**config.mk**
```make
export PLATFORM = sky130hd
export DESIGN_NAME = bbau_unit
export DESIGN_NICKNAME = d
export VERILOG_FILES = /design/src/hw/bbau_pkg.sv /design/src/hw/bbau_div_if.sv /design/src/hw/bbau_bcd_div.sv /design/src/hw/bbau_unit.sv
export VERILOG_INCLUDE_DIRS = /design/src /design/src/hw
export SDC_FILE = /design/constraint.sdc
export NUM_CORES = 2
export LEC_CHECK = 0
export BUFFER_PORTS_ARGS = -buffer_cell sky130_fd_sc_hd__buf_2
export CAP_MARGIN = 15
export CORE_UTILIZATION = 55
export CTS_CLUSTER_SIZE = 28
export DETAILED_ROUTE_END_ITERATION = 6
export HOLD_SLACK_MARGIN = 0.08
export PLACE_DENSITY_LB_ADDON = 0.25
export SLEW_MARGIN = 40
export SYNTH_ARGS = -nofsm -noshare
export SYNTH_HDL_FRONTEND = slang
export SYNTH_HIERARCHICAL = 1
export SYNTH_SLANG_ARGS = --single-unit
```
**constraint.sdc**
```tcl
create_clock -name ref_clk -period 45.3 [get_ports ref_clk]
set_clock_uncertainty 0.15 [all_clocks]
set_input_delay 2.265 -clock ref_clk [delete_from_list [all_inputs] [get_ports ref_clk]]
set_output_delay 2.265 -clock ref_clk [all_outputs]
set_load 0.01 [all_outputs]
```
**src/hw/bbau_consts.svh**
```systemverilog
// constants of the decimal and binary word arithmetic unit
// Behaviour
// RQ1: decimal divide raises error when dividend or divisor holds a non-decimal nibble.
// RQ2: error raised when an indirect data-memory pointer is non-decimal or out of range.
// RQ3: every executed arithmetic operation sets zero flag exactly when result is zero; divide tests only the quotient word, not the remainder.
// RQ4: binary operations treat words as plain 16-bit unsigned values.
// RQ5: binary add and subtract consume carry and also update it.
// RQ6: separate operations force carry to one and to zero.
// RQ7: binary add sums augend, addend and carry; low 16 bits to result.
// RQ8: binary add sets carry when full sum exceeds FFFF, else clears.
// RQ9: binary subtract takes subtrahend and carry from minuend into result.
// RQ10: negative difference is written as 16-bit two's complement wrap.
// RQ11: subtract carry set exactly when minuend below subtrahend plus carry.
// RQ12: binary multiply stores low product word first, high word next.
// RQ13: false execution condition changes no result word and no flag.
// RQ14: decimal divide writes quotient to first word, remainder to next.
`ifndef BBAU_CONSTS_SVH
`define BBAU_CONSTS_SVH
`define BBAU_WORD_W      16
`define BBAU_DIGITS      4
`define BBAU_DIV_STEPS   5'h10
`define BBAU_DM_LIMIT    16'h1999
`define BBAU_FLAG_RST    1'h0
`define BBAU_WORD_RST    16'h0000
`endif

```
**src/hw/bbau_pkg.sv**
```systemverilog
// types of the word arithmetic unit
package bbau_pkg;
    typedef logic [15:0] bbau_word_t;
    typedef enum logic [2:0] {
        BBAU_OP_ADD    = 3'h0,
        BBAU_OP_SUB    = 3'h1,
        BBAU_OP_MUL    = 3'h2,
        BBAU_OP_DIV    = 3'h3,
        BBAU_OP_SETC   = 3'h4,
        BBAU_OP_CLRC   = 3'h5
    } bbau_op_e;
    typedef enum logic [1:0] {
        BBAU_IDLE = 2'h0,
        BBAU_DIVL = 2'h1,
        BBAU_DONE = 2'h2
    } bbau_state_e;
endpackage : bbau_pkg

```
**src/hw/bbau_div_if.sv**
```systemverilog
// handshake between the unit and its serial divider
`timescale 1ns/10ps
`default_nettype none
interface bbau_div_if;
    logic                 start;
    logic [15:0]          dividend;
    logic [15:0]          divisor;
    logic                 done;
    logic [15:0]          quotient;
    logic [15:0]          remainder;
    modport ctl (output start, output dividend, output divisor,
                 input done, input quotient, input remainder);
    modport div (input start, input dividend, input divisor,
                 output done, output quotient, output remainder);
endinterface : bbau_div_if
`default_nettype wire

```
**src/hw/bbau_bcd_div.sv**
```systemverilog
// serial decimal divider: one quotient digit per step via restoring subtraction
`timescale 1ns/10ps
`default_nettype none
`include "bbau_consts.svh"
module bbau_bcd_div (
    // clock and reset
    input  wire logic ref_clk,
    input  wire logic reset,
    // link to the unit
    bbau_div_if.div   dv
);
    // digit-serial: 4 digit steps, each up to 9 subtracts, counted by dig
    logic [15:0] rem_q,  next_rem_q;
    logic [15:0] quo,    next_quo;
    logic [15:0] dsr,    next_dsr;
    logic [15:0] src,    next_src;
    logic [2:0]  dig,    next_dig;
    logic        busy,   next_busy;
    logic        done_r, next_done_r;
    logic [15:0] quo_o,  next_quo_o;
    logic [15:0] rem_o,  next_rem_o;
    logic [3:0]  qd;

    assign dv.done      = done_r;
    assign dv.quotient  = quo_o;
    assign dv.remainder = rem_o;

    // remainder kept in binary; digits of the dividend are fed in one per step
    always_comb begin
        next_rem_q  = rem_q;
        next_quo    = quo;
        next_dsr    = dsr;
        next_src    = src;
        next_dig    = dig;
        next_busy   = busy;
        next_done_r = 1'h0;
        next_quo_o  = quo_o;
        next_rem_o  = rem_o;
        qd          = 4'h0;
        if (dv.start) begin
            next_busy  = 1'h1;
            next_rem_q = 16'h0000;
            next_quo   = 16'h0000;
            next_src   = dv.dividend;
            // widen every digit first so a four-digit divisor cannot wrap mid-sum
            next_dsr   = 16'(dv.divisor[15:12]) * 16'h03E8 + 16'(dv.divisor[11:8]) * 16'h0064
                         + 16'(dv.divisor[7:4]) * 16'h000A + 16'(dv.divisor[3:0]);
            next_dig   = 3'h0;
        end else if (busy) begin
            next_rem_q = 16'(rem_q * 4'hA + src[15:12]);
            for (int i = 0; i < 9; i++) begin
                if (next_rem_q >= dsr && dsr != 16'h0000) begin
                    next_rem_q = 16'(next_rem_q - dsr);
                    qd         = 4'(qd + 4'h1);
                end
            end
            next_quo = {quo[11:0], qd};
            next_src = {src[11:0], 4'h0};
            next_dig = 3'(dig + 3'h1);
            if (dig == 3'(`BBAU_DIGITS - 1)) begin
                next_busy   = 1'h0;
                next_done_r = 1'h1;
                next_quo_o  = {quo[11:0], qd};
                next_rem_o  = {4'(next_rem_q / 10'h3E8), 4'((next_rem_q / 7'h64) % 4'hA),
                               4'((next_rem_q / 4'hA) % 4'hA), 4'(next_rem_q % 4'hA)};
            end
        end
    end

    always_ff @(posedge ref_clk) begin
        if (reset) begin
            rem_q  <= `BBAU_WORD_RST;
            quo    <= `BBAU_WORD_RST;
            dsr    <= `BBAU_WORD_RST;
            src    <= `BBAU_WORD_RST;
            dig    <= 3'h0;
            busy   <= 1'h0;
            done_r <= 1'h0;
            quo_o  <= `BBAU_WORD_RST;
            rem_o  <= `BBAU_WORD_RST;
        end else begin
            rem_q  <= next_rem_q;
            quo    <= next_quo;
            dsr    <= next_dsr;
            src    <= next_src;
            dig    <= next_dig;
            busy   <= next_busy;
            done_r <= next_done_r;
            quo_o  <= next_quo_o;
            rem_o  <= next_rem_o;
        end
    end
endmodule : bbau_bcd_div
`default_nettype wire

```
**src/hw/bbau_unit.sv**
```systemverilog
// word arithmetic unit: binary add/sub/mul, decimal divide, carry control
`timescale 1ns/10ps
`default_nettype none
`include "bbau_consts.svh"
module bbau_unit (
    // clock and reset
    input  wire logic        ref_clk,
    input  wire logic        reset,
    // instruction request
    input  wire logic        op_valid,
    input  wire logic        exec_cond,
    input  wire logic [2:0]  op_code,
    input  wire logic [15:0] operand_a,
    input  wire logic [15:0] operand_b,
    // indirect pointer status of operand fetch
    input  wire logic        ptr_used,
    input  wire logic [15:0] ptr_value,
    // answer
    output logic             op_ready,
    output logic             result_valid,
    output logic             result_wr_hi,
    output logic [15:0]      result_lo,
    output logic [15:0]      result_hi,
    // flags
    output logic             carry_flag,
    output logic             error_flag,
    output logic             zero_result_flag
);
    bbau_div_if dvi ();

    bbau_pkg::bbau_state_e state, next_state;
    logic        cy, next_cy;
    logic        er, next_er;
    logic        eq, next_eq;
    logic [15:0] r_lo, next_r_lo;
    logic [15:0] r_hi, next_r_hi;
    logic        rv, next_rv;
    logic        rwh, next_rwh;
    logic        dstart;
    logic [15:0] da, db;
    logic [16:0] sum17;
    logic [16:0] sub17;
    logic [31:0] prod;
    logic        ptr_bad;

    function automatic logic is_bcd(input logic [15:0] w);
        logic ok;
        ok = 1'h1;
        for (int i = 0; i < 4; i++) begin
            if (w[i*4 +: 4] > 4'h9) begin
                ok = 1'h0;
            end
        end
        return ok;
    endfunction : is_bcd

    bbau_bcd_div u_div (
        .ref_clk (ref_clk),
        .reset   (reset),
        .dv      (dvi.div)
    );

    assign dvi.start    = dstart;
    assign dvi.dividend = da;
    assign dvi.divisor  = db;

    // a pointer must be a decimal number inside the data-memory area
    assign ptr_bad = ptr_used && (!is_bcd(ptr_value) || ptr_value > `BBAU_DM_LIMIT); // see RQ2
    assign sum17   = {1'h0, operand_a} + {1'h0, operand_b} + {16'h0000, cy}; // see RQ4 see RQ7
    assign sub17   = {1'h0, operand_a} - {1'h0, operand_b} - {16'h0000, cy}; // see RQ9
    assign prod    = operand_a * operand_b; // see RQ12
    // divide holds off new requests until its digits are done
    assign op_ready = (state == bbau_pkg::BBAU_IDLE);

    assign carry_flag       = cy;
    assign error_flag       = er;
    assign zero_result_flag = eq;
    assign result_lo        = r_lo;
    assign result_hi        = r_hi;
    assign result_valid     = rv;
    assign result_wr_hi     = rwh;

    always_comb begin
        next_state = state;
        next_cy    = cy;
        next_er    = er;
        next_eq    = eq;
        next_r_lo  = r_lo;
        next_r_hi  = r_hi;
        next_rv    = 1'h0;
        next_rwh   = 1'h0;
        dstart     = 1'h0;
        da         = operand_a;
        db         = operand_b;
        unique case (state)
            bbau_pkg::BBAU_IDLE: begin
                // a false condition leaves words and flags alone
                if (op_valid && exec_cond) begin // see RQ13
                    unique case (bbau_pkg::bbau_op_e'(op_code))
                        bbau_pkg::BBAU_OP_ADD: begin
                            next_er   = ptr_bad;
                            next_r_lo = sum17[15:0]; // see RQ7
                            next_cy   = sum17[16]; // see RQ5 see RQ8
                            next_eq   = (sum17[15:0] == 16'h0000); // see RQ3
                            next_rv   = 1'h1;
                        end
                        bbau_pkg::BBAU_OP_SUB: begin
                            next_er   = ptr_bad;
                            next_r_lo = sub17[15:0]; // see RQ10
                            next_cy   = ({1'h0, operand_a} < {1'h0, operand_b} + {16'h0000, cy}); // see RQ5 see RQ11
                            next_eq   = (sub17[15:0] == 16'h0000); // see RQ3
                            next_rv   = 1'h1;
                        end
                        bbau_pkg::BBAU_OP_MUL: begin
                            next_er   = ptr_bad;
                            next_r_lo = prod[15:0]; // see RQ12
                            next_r_hi = prod[31:16];
                            next_eq   = (prod == 32'h00000000); // see RQ3
                            next_rv   = 1'h1;
                            next_rwh  = 1'h1;
                        end
                        bbau_pkg::BBAU_OP_DIV: begin
                            // bad digits end the divide at once, results untouched
                            if (!is_bcd(operand_a) || !is_bcd(operand_b) || ptr_bad) begin // see RQ1
                                next_er = 1'h1;
                                next_rv = 1'h1;
                            end else begin
                                next_er    = 1'h0;
                                dstart     = 1'h1;
                                next_state = bbau_pkg::BBAU_DIVL;
                            end
                        end
                        bbau_pkg::BBAU_OP_SETC: next_cy = 1'h1; // see RQ6
                        bbau_pkg::BBAU_OP_CLRC: next_cy = 1'h0; // see RQ6
                        default: next_er = er;
                    endcase
                end
            end
            bbau_pkg::BBAU_DIVL: begin
                if (dvi.done) begin
                    next_r_lo  = dvi.quotient; // see RQ14
                    next_r_hi  = dvi.remainder;
                    next_eq    = (dvi.quotient == 16'h0000); // see RQ3
                    next_rv    = 1'h1;
                    next_rwh   = 1'h1;
                    next_state = bbau_pkg::BBAU_IDLE;
                end
            end
            default: next_state = bbau_pkg::BBAU_IDLE;
        endcase
    end

    always_ff @(posedge ref_clk) begin
        if (reset) begin
            state <= bbau_pkg::BBAU_IDLE;
            cy    <= `BBAU_FLAG_RST;
            er    <= `BBAU_FLAG_RST;
            eq    <= `BBAU_FLAG_RST;
            r_lo  <= `BBAU_WORD_RST;
            r_hi  <= `BBAU_WORD_RST;
            rv    <= 1'h0;
            rwh   <= 1'h0;
        end else begin
            state <= next_state;
            cy    <= next_cy;
            er    <= next_er;
            eq    <= next_eq;
            r_lo  <= next_r_lo;
            r_hi  <= next_r_hi;
            rv    <= next_rv;
            rwh   <= next_rwh;
        end
    end
endmodule : bbau_unit
`default_nettype wire

```
==> report_table.html <==
<table>
<tr><th>Metric</th><th>Value</th></tr>
<tr><th colspan="2">Timing</th></tr>
<tr><td>Transition time of the tightest slew-check pin</td><td>0.869 ns</td></tr>
<tr><td>Number of pins exceeding their max-slew limit in the final report</td><td>0</td></tr>
<tr><td>Final Critical Period</td><td>37.96 ns</td></tr>
<tr><td>Final critical-path share of the clock period</td><td>83.8%</td></tr>
<tr><td>Maximum operating frequency</td><td>26.3 MHz</td></tr>
<tr><td>Setup repair after global routing missed its margin</td><td>no</td></tr>
<tr><td>Final hold violation count</td><td>0</td></tr>
<tr><td>Count of final setup violators</td><td>0</td></tr>
<tr><td>Remaining max-slew budget at the tightest pin</td><td>42.1%</td></tr>
<tr><td>Accumulated negative setup slack</td><td>0 ns</td></tr>
<tr><th colspan="2">Global routing</th></tr>
<tr><td>Initial antenna violation count</td><td>0</td></tr>
<tr><td>First-pass GRT wire length</td><td>156000 µm</td></tr>
<tr><td>Maximum number of pins on one net before global-route repair</td><td>57</td></tr>
<tr><td>Total routing usage reported by global routing</td><td>31.4%</td></tr>
<tr><td>Number of global-route vias before repair</td><td>29.9k</td></tr>
<tr><td>Grt ovf</td><td>0</td></tr>
<tr><th colspan="2">CTS</th></tr>
<tr><td>CTS resizes</td><td>0</td></tr>
<tr><td>Clk Tree Root Cell</td><td>sky130_fd_sc_hd__clkbuf_16</td></tr>
<tr><td>TritonCTS clock tree</td><td>built</td></tr>
<tr><td>Number of buffers on the longest clock path</td><td>2</td></tr>
<tr><td>Count of H-tree levels built during CTS</td><td>4</td></tr>
<tr><td>Clock input transition at the sequential cells of the worst setup and hold paths</td><td>0.06 ns</td></tr>
<tr><td>Worst-skew pair later-pin latency</td><td>0.43 ns</td></tr>
<tr><td>Number of clock sinks</td><td>133</td></tr>
<tr><td>TritonCTS buffer count</td><td>17</td></tr>
<tr><td>Hold buffer count at CTS</td><td>0</td></tr>
<tr><td>Post-CTS setup buffers</td><td>0</td></tr>
<tr><th colspan="2">Routing</th></tr>
<tr><td>Vias</td><td>31.8k</td></tr>
<tr><td>Max layer used</td><td>met4</td></tr>
<tr><td>Post-route met1 wirelength</td><td>43000 µm</td></tr>
<tr><td>Via count normalized by instance count</td><td>6.32</td></tr>
<tr><td>Routed wire length on met2</td><td>44700 µm</td></tr>
<tr><td>Number of antenna-violating nets in the routed design</td><td>0</td></tr>
<tr><td>Average wire per standard cell</td><td>19.3 µm</td></tr>
<tr><td>Remaining DRCs</td><td>16</td></tr>
<tr><td>Detailed-route wire length</td><td>97000 µm</td></tr>
<tr><td>Initial DRC Count</td><td>2627</td></tr>
<tr><td>TritonRoute pass-1 iters</td><td>7</td></tr>
<tr><td>Met3 wire len</td><td>6770 µm</td></tr>
<tr><th colspan="2">Hold path</th></tr>
<tr><td>Worst Min Path Start</td><td>u_div/quo[11]</td></tr>
<tr><td>Kind of path behind the tightest hold check</td><td>flop to flop</td></tr>
<tr><td>Hold Crit Depth</td><td>2</td></tr>
<tr><td>Destination of the worst hold path</td><td>u_div/dv.quotient[15]</td></tr>
<tr><th colspan="2">Cells and area</th></tr>
<tr><td>Final #Nets</td><td>4922</td></tr>
<tr><td>Area of combinational cells with multiple inputs</td><td>28200 µm²</td></tr>
<tr><td>Layout cells sized above 1</td><td>8.34%</td></tr>
<tr><td>Register area</td><td>2660 µm²</td></tr>
<tr><td>Final cell count without fillers</td><td>5029</td></tr>
<tr><td>Filler Cell Count</td><td>5587</td></tr>
<tr><td>Growth of design area from synthesis to finish</td><td>4.47%</td></tr>
<tr><th colspan="2">Job</th></tr>
<tr><td>Max capacitance violation total</td><td>0</td></tr>
<tr><th colspan="2">Power</th></tr>
<tr><td>Combinational cell fraction of total power</td><td>84.1%</td></tr>
<tr><td>Pint</td><td>0.690 mW</td></tr>
<tr><td>Switching share of total power</td><td>56.7%</td></tr>
<tr><td>Net load switching power</td><td>0.905 mW</td></tr>
<tr><td>Part of the total power dissipated in the clock network</td><td>8.4%</td></tr>
<tr><td>Leak</td><td>15.8 nW</td></tr>
<tr><td>Peak ir drop on the vdd network</td><td>0.0000685 V</td></tr>
<tr><td>Share of total power in sequential cells</td><td>7.5%</td></tr>
<tr><td>Total power divided by cell area</td><td>46.0 nW/µm²</td></tr>
<tr><th colspan="2">Critical path</th></tr>
<tr><td>Critical Path Slowest Stage Cell</td><td>sky130_fd_sc_hd__o21ai_1</td></tr>
<tr><td>Logic depth of the worst register-to-register path</td><td>141</td></tr>
<tr><td>Worst setup path category</td><td>flop to flop</td></tr>
<tr><td>CP arrival</td><td>38.12 ns</td></tr>
<tr><td>Launch instance of the worst register-to-register path</td><td>u_div/rem_q[1]</td></tr>
<tr><td>Internal reg-to-reg setup slack</td><td>7.34 ns</td></tr>
<tr><td>CP max stage delay</td><td>0.70 ns</td></tr>
<tr><td>Data required time at the worst endpoint</td><td>45.46 ns</td></tr>
<tr><td>Kind of launch point of the worst setup path</td><td>flop</td></tr>
<tr><td>Worst r2r dst</td><td>u_div/dv.remainder[9]</td></tr>
<tr><td>Highest fanout seen on the critical path</td><td>32</td></tr>
<tr><td>Critical Path End Type</td><td>flop</td></tr>
<tr><th colspan="2">Die</th></tr>
<tr><td>Standard-cell row count</td><td>89</td></tr>
<tr><td>Horiz. Die Dim</td><td>248 µm</td></tr>
<tr><td>Placeable core region</td><td>59400 µm²</td></tr>
<tr><td>Starting utilization of the core area</td><td>55.9%</td></tr>
<tr><td>Area of the die</td><td>61400 µm²</td></tr>
<tr><td>Chip height</td><td>248 µm</td></tr>
<tr><td>Number of top-level design ports</td><td>94</td></tr>
<tr><th colspan="2">Place</th></tr>
<tr><td>Post-placement cell count</td><td>4996</td></tr>
<tr><td>Count of buffers inserted at the top-level ports</td><td>89</td></tr>
<tr><td>Weighted congestion at the end of routability-driven global placement</td><td>0.979</td></tr>
<tr><td>Post-detail-place hpwl</td><td>74400 µm</td></tr>
<tr><th colspan="2">Synthesis</th></tr>
<tr><td>Sequential share of the synthesized area</td><td>8.02%</td></tr>
<tr><td>Main synth FF type</td><td>sky130_fd_sc_hd__dfxtp_1</td></tr>
<tr><td>Largest area contributor in the netlist</td><td>sky130_fd_sc_hd__ha_1</td></tr>
<tr><td>Count of cell types in the netlist</td><td>135</td></tr>
<tr><td>Top-area cell type share of the netlist area</td><td>15.0%</td></tr>
<tr><td>Mapped Cells</td><td>4292</td></tr>
<tr><td>Mean cell area of the mapped netlist</td><td>7.74 µm²</td></tr>
<tr><td>Syn Std Cell Area</td><td>33200 µm²</td></tr>
<tr><td>Post-synth net total</td><td>4971</td></tr>
<tr><td>Synthesis warning total</td><td>6</td></tr>
<tr><td>Share of synthesized flip-flops with an asynchronous set or reset</td><td>0%</td></tr>
<tr><td>Area contributors post-synth</td><td>sky130_fd_sc_hd__ha_1 15%, sky130_fd_sc_hd__fa_1 14%, sky130_fd_sc_hd__dfxtp_1 8.0%</td></tr>
<tr><td>Number of enable-type register cells in the synthesized netlist</td><td>0</td></tr>
<tr><td>Seq cells post-synth</td><td>133</td></tr>
<tr><th colspan="2">Run status</th></tr>
<tr><td>Run status</td><td>finished, violations left</td></tr>
<tr><td>Violations in the final reports</td><td>DRC</td></tr>
</table>
-- Yosys cell counts (19+ instances only) --
master / count
sky130_fd_sc_hd__nor4_1: 32
sky130_fd_sc_hd__a21oi_1: 299
sky130_fd_sc_hd__o21ai_0: 174
sky130_fd_sc_hd__clkbuf_1: 134
sky130_fd_sc_hd__nand2_1: 413
sky130_fd_sc_hd__xor2_1: 80
sky130_fd_sc_hd__nor3_1: 76
sky130_fd_sc_hd__o211ai_1: 54
sky130_fd_sc_hd__o221ai_1: 19
sky130_fd_sc_hd__o21a_1: 51
sky130_fd_sc_hd__a211oi_1: 58
sky130_fd_sc_hd__nand4_1: 64
sky130_fd_sc_hd__a21o_1: 60
sky130_fd_sc_hd__nor2_1: 348
sky130_fd_sc_hd__or2_2: 19
sky130_fd_sc_hd__nand3_1: 87
sky130_fd_sc_hd__or3_1: 22
sky130_fd_sc_hd__dfxtp_1: 133
sky130_fd_sc_hd__xnor2_1: 169
sky130_fd_sc_hd__mux2_2: 70
sky130_fd_sc_hd__inv_1: 416
sky130_fd_sc_hd__o21bai_1: 28
sky130_fd_sc_hd__and2_1: 117
sky130_fd_sc_hd__ha_1: 397
sky130_fd_sc_hd__and3_1: 27
sky130_fd_sc_hd__fa_1: 226
sky130_fd_sc_hd__nor2b_1: 35
sky130_fd_sc_hd__a211o_1: 19
sky130_fd_sc_hd__mux2i_1: 85
sky130_fd_sc_hd__buf_2: 27
sky130_fd_sc_hd__a21boi_0: 23
sky130_fd_sc_hd__nand2b_1: 41
sky130_fd_sc_hd__a31oi_1: 41
-- flip-flops by register name, summed over array words and instances, names as in the netlist, 3 cells and up --
name / cells
u_div/dv.remainder: 16
u_div/rem_q: 15
result_hi: 16
u_div/dv.quotient: 16
u_div/dsr: 15
u_div/dig: 3
result_lo: 16
u_div/quo: 12
u_div/src: 16
-- power by group through the flow --
stage          clock network [mW]  registers [mW]  logic, mW
2_1_floorplan                   0           0.123      0.938
3_3_place_gp                    0           0.122       1.29
3_5_place_dp                    0           0.122       1.30
4_1_cts                     0.136           0.120       1.31
5_1_grt                     0.142           0.120       1.47
6_report                    0.134           0.120       1.34
-- critical path: cells and delay by family (launching register included) --
family | cells | cell delay [ns]
adder cells (fa/ha/maj) | 18 | 5.59
multiplexers | 5 | 2.08
buffers and inverters | 8 | 1.48
XOR/XNOR | 3 | 0.84
AO/OA/AOI/OAI | 70 | 19.11
AND/OR/NAND/NOR | 37 | 8.05
flip-flops | 1 | 0.43
-- through the flow --
stage	setup slack, ns	util [%]	instance area (µm²)	total power [mW]	hold WS, ns
3_3_place_gp	7.22	57.4	34000	1.41	0.289
5_1_grt	4.17	58.4	34700	1.73	0.328
3_5_place_dp	7.44	57.4	34100	1.42	0.299
6_report	7.34	58.4	34700	1.59	0.303
2_1_floorplan	11.45	-	33200	1.06	0.281
4_1_cts	7.27	58.4	34700	1.56	0.303
-- cell families after synthesis --
group	Yosys count	synth area share (%)
multiplexers	158	5.07
AO/OA/AOI/OAI	1121	23.5
AND/OR/NAND/NOR	1387	20.7
buffers and inverters	611	7.23
flip-flops	133	8.02
adder cells (fa/ha/maj)	630	28.8
XOR/XNOR	252	6.75
-- cells in the final DEF, fill, tap and decap left out, drive strengths merged, types with 15 or more instances in the layout --
cell	n
nand4	64
nor4	38
o211a	18
o31ai	22
nor2	353
dfxtp	133
xor2	80
nand2b	41
inv	425
a211oi	68
a21oi	307
clkbuf	19
nand2	417
o211ai	56
o311ai	15
and3	27
ha	397
nand3	91
a21o	63
or2	24
or3	23
and2	119
a211o	19
fa	226
mux2i	86
a31oi	44
buf	122
o21bai	28
mux2	72
xnor2	172
o221ai	19
a21boi	25
o21a	52
a221oi	15
nor2b	35
o21ai	195
nor3	80
nand3b	17
-- worst max path at each step --
| stage | to | depth (start not counted) | start |
|---|---|---|---|
| final | u_div/dv.remainder[9] | 141 | u_div/rem_q[1] |
| after global routing | u_div/dv.remainder[9] | 141 | u_div/rem_q[1] |
| after CTS | u_div/dv.remainder[9] | 141 | u_div/rem_q[1] |
| after detailed placement | u_div/dv.remainder[9] | 140 | u_div/rem_q[1] |
| after global placement | u_div/dv.remainder[9] | 141 | u_div/rem_q[1] |
| after floorplan | u_div/dv.remainder[9] | 161 | u_div/rem_q[1] |
-- layer usage --
layer,vias up,global-route usage [%]
li1,15200,-
met4,0,9.17
met3,184,3.32
met2,1223,52.2
met1,15200,42.8
met5,-,0
-- layout make-up --
type / count / area share (%)
clock buffer: 19 / 1.31
clock inverter: 12 / 0.346
sequential: 133 / 7.68
antenna: 1 / 0.00721
multi-input combinational: 3548 / 81.3
tap: 773 / 2.79
timing repair buffer: 122 / 2.01
inverter: 421 / 4.57
Note: power is estimated with default switching activity, not from simulation.
